`config.mk`:
```
export PLATFORM = sky130hd
export DESIGN_NAME = rx_queue_selector
export DESIGN_NICKNAME = d
export VERILOG_FILES = /design/src/design/rx_queue_selector.v
export VERILOG_INCLUDE_DIRS = /design/src /design/src/design
export SDC_FILE = /design/constraint.sdc
export NUM_CORES = 2
export LEC_CHECK = 0
export BUFFER_PORTS_ARGS = -buffer_cell sky130_fd_sc_hd__buf_4
export CORE_MARGIN = 10
export CORE_UTILIZATION = 35
export CTS_CLUSTER_DIAMETER = 40
export DETAILED_ROUTE_END_ITERATION = 6
export GPL_TIMING_DRIVEN = 0
export HOLD_SLACK_MARGIN = 0.02
export PLACE_DENSITY = 0.59
export SETUP_SLACK_MARGIN = 0.05
export SLEW_MARGIN = 40
export SYNTH_ARGS = -nofsm -noshare
export SYNTH_HDL_FRONTEND = slang
export SYNTH_SLANG_ARGS = --single-unit
```
`constraint.sdc`:
```
create_clock -name clk_i -period 78.5 [get_ports clk_i]
set_input_delay 11.775 -clock clk_i [delete_from_list [all_inputs] [get_ports clk_i]]
set_output_delay 11.775 -clock clk_i [all_outputs]
set_load 0.05 [all_outputs]
```
`src/design/rxq_defines.vh`:
```
// Constants for the receive queue selector: register map, fields, modes.
// Assumes a word-addressed register port; one include per compile unit.
`ifndef RXQ_DEFINES_VH
`define RXQ_DEFINES_VH

// Address groups (addr[7:3]) and indices inside the misc group
`define GRP_MISC    5'h00
`define GRP_ETHERTYPE_MATCH_VALUE   5'h02
`define GRP_TTQ     5'h03
`define GRP_IMMP    5'h04
`define GRP_IMME    5'h05
`define GRP_QCFG    5'h06
`define IDX_CTRL    3'h0
`define IDX_STATUS  3'h1
`define IDX_MIRROR  3'h2

// Multi-queue mode codes
`define MQ_FILTER   3'h0
`define MQ_FLT_RSS  3'h2
`define MQ_VIRT     3'h3
`define MQ_VIRT_RSS 3'h5

// Control register fields
`define CTRL_DEFQ_LO  3
`define CTRL_SYNPRIO  6
`define CTRL_RSSEN    7
`define CTRL_TCEN     8

// Ether-type filter fields
`define ET_QLO   16
`define ET_TS    19
`define ET_QEN   20
`define ET_FEN   21
// Two-tuple queue fields
`define TT_QLO   8
`define TT_QEN   11
`define TT_PMSK  12
`define TT_TS    13
// Immediate port / extended fields
`define IP_BP    16
`define IP_IMM   17
`define IE_SBP   14
`define IE_CLO   15
`define IE_CBP   21

`define RST_WORD 32'h00000000
`define RST_CFG  22'h000000

`endif

```
`src/design/rx_queue_selector.v`:
```
// Receive queue selector for one port: filters, pools and RSS to queue.
// Assumes parsed packet fields arrive with a one-cycle valid strobe.
`include "rxq_defines.vh"
`default_nettype none

module rx_queue_selector (
  input  wire        clk_i,
  input  wire        sys_rst_i,
  input  wire [7:0]  addr_i,
  input  wire [31:0] wdata_i,
  input  wire        we_i,
  input  wire        re_i,
  output reg  [31:0] rdata_o,
  input  wire        pkt_valid_i,
  input  wire [15:0] ethertype_match_value_outer_i,
  input  wire [15:0] ethertype_match_value_inner_i,
  input  wire        ethertype_match_value_inner_vld_i,
  input  wire        l4_vld_i,
  input  wire        is_tcp_i,
  input  wire [7:0]  ip_proto_i,
  input  wire [15:0] dst_port_i,
  input  wire [13:0] pkt_len_i,
  input  wire [5:0]  tcp_flags_i,
  input  wire        syn_hit_i,
  input  wire [2:0]  syn_queue_i,
  input  wire        flex_hit_i,
  input  wire [2:0]  flex_queue_i,
  input  wire        flex_imm_i,
  input  wire [2:0]  rss_index_i,
  input  wire        tc_i,
  input  wire [2:0]  l2_pool_i,
  output reg         dec_valid_o,
  output reg  [3:0]  queue_o,
  output reg  [2:0]  pool_o,
  output reg         pool_redirect_o,
  output reg         mirror_o,
  output reg         timestamp_o,
  output reg         imm_irq_o,
  output reg  [2:0]  pkt_type_o,
  output reg         ethertype_match_value_hit_o
);

  // ****************************************************************
  // Register storage
  // ****************************************************************
  reg  [8:0]  ctrl_r;
  reg  [7:0]  mirror_r;
  reg  [8:0]  status_r;
  reg  [21:0] et_cfg_r  [0:7];
  reg  [13:0] ttq_cfg_r [0:7];
  reg  [17:0] immp_r    [0:7];
  reg  [21:0] imme_r    [0:7];
  reg  [31:0] qcfg_r    [0:7];

  wire [4:0]  grp = addr_i[7:3];
  wire [2:0]  idx = addr_i[2:0];
  wire [7:0]  et_hit;
  wire [7:0]  tt_hit;

  genvar g;
  generate
    for (g = 0; g < 8; g = g + 1) begin : entry
      wire [21:0] et = et_cfg_r[g];
      wire [13:0] tq = ttq_cfg_r[g];
      wire [17:0] ip = immp_r[g];
      wire [21:0] ie = imme_r[g];
      wire        any_term;
      wire        t_proto;
      wire        t_port;
      wire        t_size;
      wire        t_flag;

      always @(posedge clk_i or posedge sys_rst_i) begin
        if (sys_rst_i) begin
          et_cfg_r[g]  <= `RST_CFG;
          ttq_cfg_r[g] <= 14'h0000;
          immp_r[g]    <= 18'h00000;
          imme_r[g]    <= `RST_CFG;
          qcfg_r[g]    <= `RST_WORD;
        end else if (we_i && idx == g) begin
          if (grp == `GRP_ETHERTYPE_MATCH_VALUE)
            et_cfg_r[g] <= wdata_i[21:0];
          if (grp == `GRP_TTQ)
            ttq_cfg_r[g] <= wdata_i[13:0];
          if (grp == `GRP_IMMP)
            immp_r[g] <= wdata_i[17:0];
          if (grp == `GRP_IMME)
            imme_r[g] <= wdata_i[21:0];
          if (grp == `GRP_QCFG)
            qcfg_r[g] <= wdata_i;
        end
      end

      // Ether-type compare against outer and inner type fields
      assign et_hit[g] = et[`ET_FEN] &
                         ((et[15:0] == ethertype_match_value_outer_i) |
                          (ethertype_match_value_inner_vld_i &
                           (et[15:0] == ethertype_match_value_inner_i)));

      assign t_proto  = tq[`TT_PMSK] |
                        (l4_vld_i & (tq[7:0] == ip_proto_i));
      assign t_port   = ip[`IP_BP] |
                        (l4_vld_i & (ip[15:0] == dst_port_i));
      assign t_size   = ie[`IE_SBP] | (pkt_len_i < ie[13:0]);
      assign t_flag   = ie[`IE_CBP] |
                        (is_tcp_i &
                         (|(ie[`IE_CLO+5:`IE_CLO] & tcp_flags_i)));
      assign any_term = ~tq[`TT_PMSK] | ~ip[`IP_BP] |
                        ~ie[`IE_SBP] | ~ie[`IE_CBP];
      assign tt_hit[g] = any_term & t_proto & t_port &
                         t_size & t_flag;
    end
  endgenerate

  // ****************************************************************
  // Control and read-only registers
  // ****************************************************************
  always @(posedge clk_i or posedge sys_rst_i) begin
    if (sys_rst_i) begin
      ctrl_r   <= 9'h000;
      mirror_r <= 8'h00;
    end else if (we_i && grp == `GRP_MISC) begin
      if (idx == `IDX_CTRL)
        ctrl_r <= wdata_i[8:0];
      if (idx == `IDX_MIRROR)
        mirror_r <= wdata_i[7:0];
    end
  end

  always @(posedge clk_i or posedge sys_rst_i) begin
    if (sys_rst_i) begin
      rdata_o <= `RST_WORD;
    end else if (re_i) begin
      case (grp)
        `GRP_MISC: begin
          case (idx)
            `IDX_CTRL:   rdata_o <= {23'h000000, ctrl_r};
            `IDX_STATUS: rdata_o <= {23'h000000, status_r};
            `IDX_MIRROR: rdata_o <= {24'h000000, mirror_r};
            default:     rdata_o <= `RST_WORD;
          endcase
        end
        `GRP_ETHERTYPE_MATCH_VALUE: rdata_o <= {10'h000, et_cfg_r[idx]};
        `GRP_TTQ:   rdata_o <= {18'h00000, ttq_cfg_r[idx]};
        `GRP_IMMP:  rdata_o <= {14'h0000, immp_r[idx]};
        `GRP_IMME:  rdata_o <= {10'h000, imme_r[idx]};
        `GRP_QCFG:  rdata_o <= qcfg_r[idx];
        default:    rdata_o <= `RST_WORD;
      endcase
    end else begin
      rdata_o <= `RST_WORD;
    end
  end

  // ****************************************************************
  // Lowest-index winners and OR-ed actions
  // ****************************************************************
  reg [2:0] et_idx;
  reg [2:0] tt_idx;
  reg       et_ts_any;
  reg       tt_ts_any;
  reg       tt_imm_any;
  integer   i;

  always @* begin
    et_idx     = 3'h0;
    tt_idx     = 3'h0;
    et_ts_any  = 1'b0;
    tt_ts_any  = 1'b0;
    tt_imm_any = 1'b0;
    for (i = 7; i >= 0; i = i - 1) begin
      if (et_hit[i])
        et_idx = i[2:0];
      if (tt_hit[i])
        tt_idx = i[2:0];
    end
    for (i = 0; i < 8; i = i + 1) begin
      et_ts_any  = et_ts_any | (et_hit[i] & et_cfg_r[i][`ET_TS]);
      tt_ts_any  = tt_ts_any | (tt_hit[i] & ttq_cfg_r[i][`TT_TS]);
      tt_imm_any = tt_imm_any | (tt_hit[i] & immp_r[i][`IP_IMM]);
    end
  end

  // ****************************************************************
  // Queue and pool decision
  // ****************************************************************
  wire [2:0] mode     = ctrl_r[2:0];
  wire [2:0] def_q    = ctrl_r[`CTRL_DEFQ_LO+2:`CTRL_DEFQ_LO];
  wire       syn_prio = ctrl_r[`CTRL_SYNPRIO];
  wire       tc_en    = ctrl_r[`CTRL_TCEN];
  wire       virt     = (mode == `MQ_VIRT) | (mode == `MQ_VIRT_RSS);
  wire       rss_on   = (mode == `MQ_FLT_RSS) & ctrl_r[`CTRL_RSSEN];
  wire       et_any   = |et_hit;
  wire [21:0] et_win  = et_cfg_r[et_idx];
  wire [13:0] tt_win  = ttq_cfg_r[tt_idx];
  wire       et_steer = et_any & et_win[`ET_QEN];
  wire       tt_steer = (|tt_hit) & tt_win[`TT_QEN];
  wire [2:0] et_q     = et_win[`ET_QLO+2:`ET_QLO];
  wire [2:0] tt_q     = tt_win[`TT_QLO+2:`TT_QLO];

  reg  [3:0] q_nxt;
  reg  [2:0] pool_nxt;
  reg        redir_nxt;

  always @* begin
    pool_nxt  = l2_pool_i;
    redir_nxt = 1'b0;
    if (virt) begin
      if (tc_en)
        q_nxt = {tc_i, l2_pool_i};
      else if (mode == `MQ_VIRT_RSS)
        q_nxt = {rss_index_i[0], l2_pool_i};
      else
        q_nxt = {1'b0, l2_pool_i};
    end else if (tc_en) begin
      q_nxt = rss_on ? {tc_i, rss_index_i} : {tc_i, 3'h0};
    end else if (rss_on) begin
      q_nxt = {1'b0, rss_index_i};
    end else begin
      q_nxt = {1'b0, def_q};
    end
    // Lowest priority override is applied first, highest last
    if (!virt && !syn_prio && syn_hit_i)
      q_nxt = {1'b0, syn_queue_i};
    if (!virt && tt_steer)
      q_nxt = {1'b0, tt_q};
    if (!virt && flex_hit_i)
      q_nxt = {1'b0, flex_queue_i};
    if (!virt && syn_prio && syn_hit_i)
      q_nxt = {1'b0, syn_queue_i};
    if (et_steer) begin
      q_nxt     = {1'b0, et_q};
      pool_nxt  = et_q;
      redir_nxt = virt;
    end
  end

  // ****************************************************************
  // Registered decision outputs
  // ****************************************************************
  always @(posedge clk_i or posedge sys_rst_i) begin
    if (sys_rst_i) begin
      dec_valid_o     <= 1'b0;
      queue_o         <= 4'h0;
      pool_o          <= 3'h0;
      pool_redirect_o <= 1'b0;
      mirror_o        <= 1'b0;
      timestamp_o     <= 1'b0;
      imm_irq_o       <= 1'b0;
      pkt_type_o      <= 3'h0;
      ethertype_match_value_hit_o     <= 1'b0;
      status_r        <= 9'h000;
    end else begin
      dec_valid_o <= pkt_valid_i;
      if (pkt_valid_i) begin
        queue_o         <= q_nxt;
        pool_o          <= pool_nxt;
        pool_redirect_o <= redir_nxt;
        mirror_o        <= virt & mirror_r[pool_nxt];
        timestamp_o     <= et_ts_any | (~virt & tt_ts_any);
        imm_irq_o       <= ~virt & (tt_imm_any |
                                    (flex_hit_i & flex_imm_i));
        pkt_type_o      <= et_idx;
        ethertype_match_value_hit_o     <= et_any;
        status_r        <= {1'b1, et_any, et_idx, q_nxt};
      end
    end
  end

endmodule // rx_queue_selector

`default_nettype wire

```
After elaboration in Yosys (flattened, before gate mapping)
Cells that the tools add are included.

word-level totals
  output and inout port bits = 48
  bits of input ports = 140
  logic and storage cells = 473
  register bits = 938

cells by class
  bitwise logic cells = 235
  mux-type cells = 55
  magnitude comparators = 12
  reduce and logical (&&, ||, !) cells = 71
  eq/ne operators = 47

operators by type and width
  kind              number
  $eq 16x16->1      24
  $bmux 22 s3       3
  $pmux 32 s6       1
  $lt 14x14->1      8
  $and 1x1->1       103
  $bmux 32 s3       1
  $mux 32           3
  $mux 22           4
  $or 1x1->1        88
  $bmux 14 s3       2
  $reduce_and 2->1  42
  $eq 8x8->1        8
  $mux 3            19
  $bmux 18 s3       1
  $and 6x6->6       8
  $reduce_or 6->1   8
  $mux 21           2
  $mux 18           2
  $mux 4            9
  $not 1->1         33
  $mux 14           2
  $pmux 9 s3        1
  $mux 12           2
  $reduce_or 8->1   2
  other kinds (14)  44

Longest topological paths before layout
  depth in word-level cells = 26
  depth in mapped cells = 17
  mapped depth without buffers = 16

Least setup slack after synthesis
OpenSTA, ideal clock, no wires.

  path kind = input to register
  start = in ethertype_match_value_outer_i[8]
  end = reg mirror_o
  cell stages on the path = 16
  setup slack = 62.995 ns
  setup time = 0.120 ns
  required time = 78.380 ns
  path buffers = 2
  data arrival time = 15.386 ns
  cell sequence = buf_2 xor2_1 nor4_1 nand2_1 o32a_1 a211o_1 a21oi_4 mux2_4 or3_1 a31o_1 buf_6 mux2i_4 nor2b_1 a2111oi_0 a21oi_1 a31o_1

on the way
  word-level cells in the longest chain between the ends = 20
  elaborated cells on any way between the ends = 42
  classes of those cells = eq/ne: 8; mux: 14; bitwise: 19; reduce/logical: 1

ends and longest elaborated chain
  item                                        RTL line                 text
  from (decl)                                 rx_queue_selector.v:15   input wire [15:0] ethertype_match_value_outer_i,
  $eq 16x16->1                                rx_queue_selector.v:96   ((et[15:0] == ethertype_match_value_outer_i) |
  $or 1x1->1                                  rx_queue_selector.v:96
  $and 1x1->1                                 rx_queue_selector.v:95   assign et_hit[g] = et[`ET_FEN] &
  $mux 3 (8 in a row)                         rx_queue_selector.v:172  if (et_hit[i])
  $not 3->4 (implied by the code)             rx_queue_selector.v:194  wire [21:0] et_win = et_cfg_r[et_idx];
  $bmux 22 s3                                 rx_queue_selector.v:194
  $mux 21 (implied by the code) (2 in a row)  rx_queue_selector.v:194
  $and 1x1->1                                 rx_queue_selector.v:196  wire et_steer = et_any & et_win[`ET_QEN];
  $mux 3 *                                    rx_queue_selector.v:231  if (et_steer) begin
  $bmux 1 s3 *                                rx_queue_selector.v:259  mirror_o <= virt & mirror_r[pool_nxt];
  $mux 1 (implied by the code) *              rx_queue_selector.v:259
  $and 1x1->1 *                               rx_queue_selector.v:259
  to (signal assigned)                        rx_queue_selector.v:259
  to (decl)                                   rx_queue_selector.v:36   output reg mirror_o,

Mark *: on every way between the ends. The rest lies on a longest branch, timed or not. The select of a mux whose other input is x is not followed.
A chain may end at the register's enable or synchronous reset.

Worst setup path in the final report
  start = in dst_port_i[9]
  end = reg queue_o[0]

on the way
  word-level cells in the longest chain between the ends = 24
  elaborated cells on any way between the ends = 67
  classes of those cells = eq/ne: 8; mux: 15; bitwise: 42; reduce/logical: 2

ends and longest elaborated chain
  item                                        RTL line                 text
  from (decl)                                 rx_queue_selector.v:21   input wire [15:0] dst_port_i,
  $eq 16x16->1                                rx_queue_selector.v:103  (l4_vld_i & (ip[15:0] == dst_port_i));
  $and 1x1->1                                 rx_queue_selector.v:103
  $or 1x1->1                                  rx_queue_selector.v:102  assign t_port = ip[`IP_BP] |
  $and 1x1->1 (2 in a row)                    rx_queue_selector.v:110  assign tt_hit[g] = any_term & t_proto & t_port &
  $and 1x1->1                                 rx_queue_selector.v:111  t_size & t_flag;
  $mux 3 (8 in a row)                         rx_queue_selector.v:174  if (tt_hit[i])
  $not 3->4 (implied by the code)             rx_queue_selector.v:195  wire [13:0] tt_win = ttq_cfg_r[tt_idx];
  $bmux 14 s3                                 rx_queue_selector.v:195
  $mux 12 (implied by the code) (2 in a row)  rx_queue_selector.v:195
  $and 1x1->1                                 rx_queue_selector.v:197  wire tt_steer = (|tt_hit) & tt_win[`TT_QEN];
  $logic_and 1x1->1                           rx_queue_selector.v:225  if (!virt && tt_steer)
  $mux 4 *                                    rx_queue_selector.v:225
  $mux 4 *                                    rx_queue_selector.v:227  if (!virt && flex_hit_i)
  $mux 4 *                                    rx_queue_selector.v:229  if (!virt && syn_prio && syn_hit_i)
  $mux 4 *                                    rx_queue_selector.v:231
  to (signal assigned)                        rx_queue_selector.v:256  queue_o <= q_nxt;
  to (decl)                                   rx_queue_selector.v:33   output reg [3:0] queue_o,

Marked as above.

==> results.py <==
metrics = {
    "power": {
        "pwr-share-seq_pct": 38.2,
        "p_int_w": 0.0009918,
        "p_comb_share_pct": 11.5,
        "power.switching_w": 0.0003825,
        "switching_share_pct": 27.83,
        "power.density_cell_area_mw_per_mm2": 22.51,
        "peakVddDrop_v": 0.00002310,
        "p_clk_share_pct": 50.3,
        "power.total_w": 0.001374,
        "power_leakage_nw": 28.37,
    },
    "flow_run": {
        "maxCapViolCount": 0,
    },
    "sta": {
        "maxSlewHeadroom_pct": 33.62,
        "fin_crit_sh_pct": 20.77,
        "fin_tns_setup_ps": 0,
        "slew_violations": 0,
        "tightest_slew_ps": 989.0,
        "finalHoldViolations": 0,
        "grt_setup_unrepaired": "no",
        "min_period_ps": 16310,
        "whs_ps": 477.7,
        "setup_viol": 0,
        "skew_ps": 40.17,
        "max_freq_mhz": 61.33,
    },
    "floorplanning": {
        "die_w_um": 402.0,
        "ioPinCount": 188,
        "dieArea_mm2": 0.1616,
        "fp-row-count": 140,
        "die_h_um": 402.0,
        "core_area_mm2": 0.1454,
        "start_util_pct": 35.13,
    },
    "synth": {
        "synth-main-ff-cell": "dfrtp_1",
        "synth-seq-cells": 930,
        "ys_top_cells_by_area": "dfrtp_1, mux2_2, mux4_2, xor2_1, xnor2_1",
        "syn_inst": 3925,
        "synth_top_area_cell": "dfrtp_1",
        "synthArstFlopShare_pct": 100.0,
        "yosysWarnings": 0,
        "ys_seq_area_share_pct": 45.57,
        "synth.top_cell.area_share_pct": 45.57,
        "synth_edf_count": 0,
        "synthesis.nets": 4169,
        "synthesis.area_mm2": 0.05107,
        "synth_cell_types": 77,
        "synth.avg_cell_area_um2": 13.01,
    },
    "route": {
        "antenna_left": 0,
        "vias_per_cell": 5.969,
        "wirelength_um": 224900,
        "dr.first_iter.drc_count": 4383,
        "wl_per_cell_um": 35.77,
        "via_count": 37524,
        "first_pass_iters": 6,
        "drcViolationCount": 0,
    },
    "setup_path": {
        "cpPeakStageDelay_ps": 790,
        "worstPathArrival_ps": 16970,
        "worst-path-buf-inv": 1,
        "end_kind": "flip-flop",
        "crit_fanout": 8,
        "worstSetupPathType": "input pin to flip-flop",
        "path_cells": "clkbuf_1 -> xnor2_1 -> nand4_1 -> nor4_1 -> a31oi_1 -> a2111oi_0 -> o41a_1 -> a211oi_1 -> o21ai_2 -> mux4_2 -> and2_1 -> a211o_1 -> a21oi_1 -> o41ai_1",
        "crit_slowest_cell": "nor4_1",
        "cp.required_ps": 79170,
        "crit_path_start_kind": "input pin",
        "crit_family": "compound AO/OA/AOI/OAI gates",
    },
    "cts": {
        "h-tree-depth": 4,
        "clk_latency_ps": 820,
        "numCtsBuffers": 149,
        "cts_sinks": 930,
        "cts.repair.resized": 0,
        "cts_setup_buffers": 0,
        "cts_hold_buf": 0,
        "clk_pin_slew_ps": 50,
        "ctsRootBufferMaster": "clkbuf_16",
        "cts_tree": "done",
        "cts.path.max_buffers": 3,
    },
    "status": {
        "status": "completed",
    },
    "global_routing": {
        "grtUsageTotal_pct": 27.09,
        "grt_first_pass_wirelength_um": 307900,
        "grt_pass1_vias": 37440,
        "antenna_found_initial": 28,
        "grt_max_degree": 76,
        "grt_overflow_total": 0,
    },
    "place": {
        "place_hpwl_um": 171300,
        "port_buffers": 115,
        "gp_congestion": 1.038,
    },
    "layout": {
        "drive_above_1_share_pct": 40.44,
        "fillers": 13592,
        "area_growth_pct": 19.54,
        "final_nets": 4481,
    },
    "worst_hold_path": {
        "hp-class": "flip-flop to flip-flop",
    },
}
## routing by layer
| layer | share of wire (%) | vias to the layer above | GRT usage [%] | routed length, µm |
|---|---|---|---|---|
| li1 | - | 15041 | - | - |
| met1 | 41 | 19906 | 35.85 | 92190 |
| met2 | 43 | 2024 | 40.41 | 97770 |
| met3 | 9.6 | 547 | 7.522 | 21660 |
| met4 | 5.9 | 6 | 13.78 | 13200 |
| met5 | 0.017 | - | 0 | 38 |
## synthesized netlist by cell type (5+ instances only)
library cell	number
dfrtp_1	930
mux2_2	896
xor2_1	274
mux4_2	219
clkbuf_1	200
xnor2_1	175
inv_1	122
ha_1	104
mux2i_1	95
nand2_1	81
nor2_1	78
a21oi_1	73
buf_1	73
nor4_1	66
a21o_1	56
nand3_1	53
nand4_1	52
a22oi_1	47
o21ai_0	36
nor3_1	34
a31oi_1	21
o22ai_1	21
buf_2	19
buf_4	14
a211oi_1	13
a221oi_1	12
nand2b_1	12
buf_6	11
nor2b_1	10
a22o_1	9
and2_1	8
or2_2	8
a2111oi_0	6
a41o_1	6
and3_1	6
o211ai_1	6
nor3b_1	5
o21a_1	5
or3_1	5
## worst register-to-register path: cells and delay by family, from the launching register on
kind	cells	cell delay [ps]
xor gates and xnor gates	1	240
AOI/OAI and AO/OA	8	2580
muxes	1	600
DFF	1	420
and+or+nand+nor	3	1120
## cells in the final DEF (no fill, tap or decap), types with 13 or more instances in the layout
master | netlist | routed
dfrtp_1 | 930 | 930
mux2_2 | 896 | 896
xor2_1 | 274 | 274
mux4_2 | 219 | 219
xnor2_1 | 175 | 175
clkbuf_16 | 0 | 151
buf_4 | 14 | 129
inv_1 | 122 | 121
clkbuf_1 | 200 | 120
ha_1 | 104 | 104
mux2i_1 | 95 | 94
clkbuf_2 | 0 | 92
nand2_1 | 81 | 81
nor2_1 | 78 | 74
a21oi_1 | 73 | 73
buf_2 | 19 | 65
nor4_1 | 66 | 61
a21o_1 | 56 | 56
nand3_1 | 53 | 53
nand4_1 | 52 | 52
a22oi_1 | 47 | 47
buf_16 | 0 | 39
o21ai_0 | 36 | 31
nor3_1 | 34 | 30
buf_1 | 73 | 27
a31oi_1 | 21 | 20
o22ai_1 | 21 | 20
clkinv_2 | 0 | 19
inv_6 | 0 | 16
clkbuf_8 | 0 | 16
bufinv_16 | 0 | 16
buf_6 | 11 | 13
clkinv_4 | 0 | 13
## sequential cells by signal (all words and copies together) (netlist names)
register and flops:
pool_o 3, rdata_o 32, imm_irq_o 1, ctrl_r 9
pool_redirect_o 1, entry.tq 112, entry.et 176, entry.ie 176
qcfg_r 256, dec_valid_o 1, entry.ip 144, timestamp_o 1
mirror_r 8, mirror_o 1, status_r 4, pkt_type_o 2
queue_o 3
## power by group through the flow
stage | clock, W | sequential (W) | combinational (W)
finish | 0.000691 | 0.000525 | 0.000158
detailed placement | 0 | 0.000532 | 0.000154
global placement | 0 | 0.000533 | 0.000145
global route | 0.000716 | 0.000527 | 0.000165
floorplan | 0 | 0.000525 | 0.0000899
CTS | 0.000695 | 0.000524 | 0.000155
## area by class of cell
cell class / instances / area (µm²) / area share [%]
plain buffers: 317 / 1533 / 2.511
repair buffers: 161 / 2044 / 3.349
clock inverters: 89 / 1151 / 1.886
flip-flops and latches: 930 / 23270 / 38.12
inverters: 122 / 465.4 / 0.7624
well taps: 1917 / 2399 / 3.929
multi-input cells: 2556 / 26100 / 42.75
clock buffers: 182 / 4055 / 6.642
diodes: 12 / 30.03 / 0.04919
## per-stage QoR
| stage | utilization (%) | cell area [µm²] | setup slack, ps | std cells |
|---|---|---|---|---|
| floorplan | - | 51070 | 40570 | 3925 |
| global placement | 37.37 | 54330 | 29030 | 5957 |
| detailed placement | 38.37 | 55780 | 61660 | 6002 |
| CTS | 41.95 | 60990 | 62470 | 6273 |
| global route | 41.98 | 61030 | 62130 | 6279 |
| finish | 41.99 | 61050 | 62200 | 6286 |
## logic make-up (layout without fill, tap and decap cells)
family | Yosys count | in the layout | share of synthesized area [%]
XOR/XNOR | 449 | 449 | 7.700
other | 0 | 12 | 0
AND/OR/NAND/NOR | 430 | 430 | 4.351
multiplexers | 1212 | 1212 | 31.35
buffers and inverters | 439 | 871 | 3.538
flip-flops | 930 | 930 | 45.57
adder cells (fa/ha/maj) | 104 | 104 | 2.548
AO/OA/AOI/OAI | 361 | 361 | 4.946
## path summary, 6_finish.rpt
check | startpoint | end | slack [ps] | depth (start not counted)
max in group asynchronous | sys_rst_i | rdata_o[21]$_DFF_PP0_ | 65190 | 7
worst min register to register | pool_redirect_o$_DFFE_PP0P_ | pool_redirect_o$_DFFE_PP0P_ | 480 | 1
worst max-delay path | dst_port_i[9] | queue_o[0]$_DFFE_PP0P_ | 62200 | 14
worst max register to register | entry[4].ip[9]$_DFFE_PP0P_ | queue_o[0]$_DFFE_PP0P_ | 73400 | 13
min in group asynchronous | sys_rst_i | qcfg_r[65]$_DFFE_PP0P_ | 11040 | 2
worst min-delay path | pool_redirect_o$_DFFE_PP0P_ | pool_redirect_o$_DFFE_PP0P_ | 480 | 1
(Power assumes the default switching activity.)
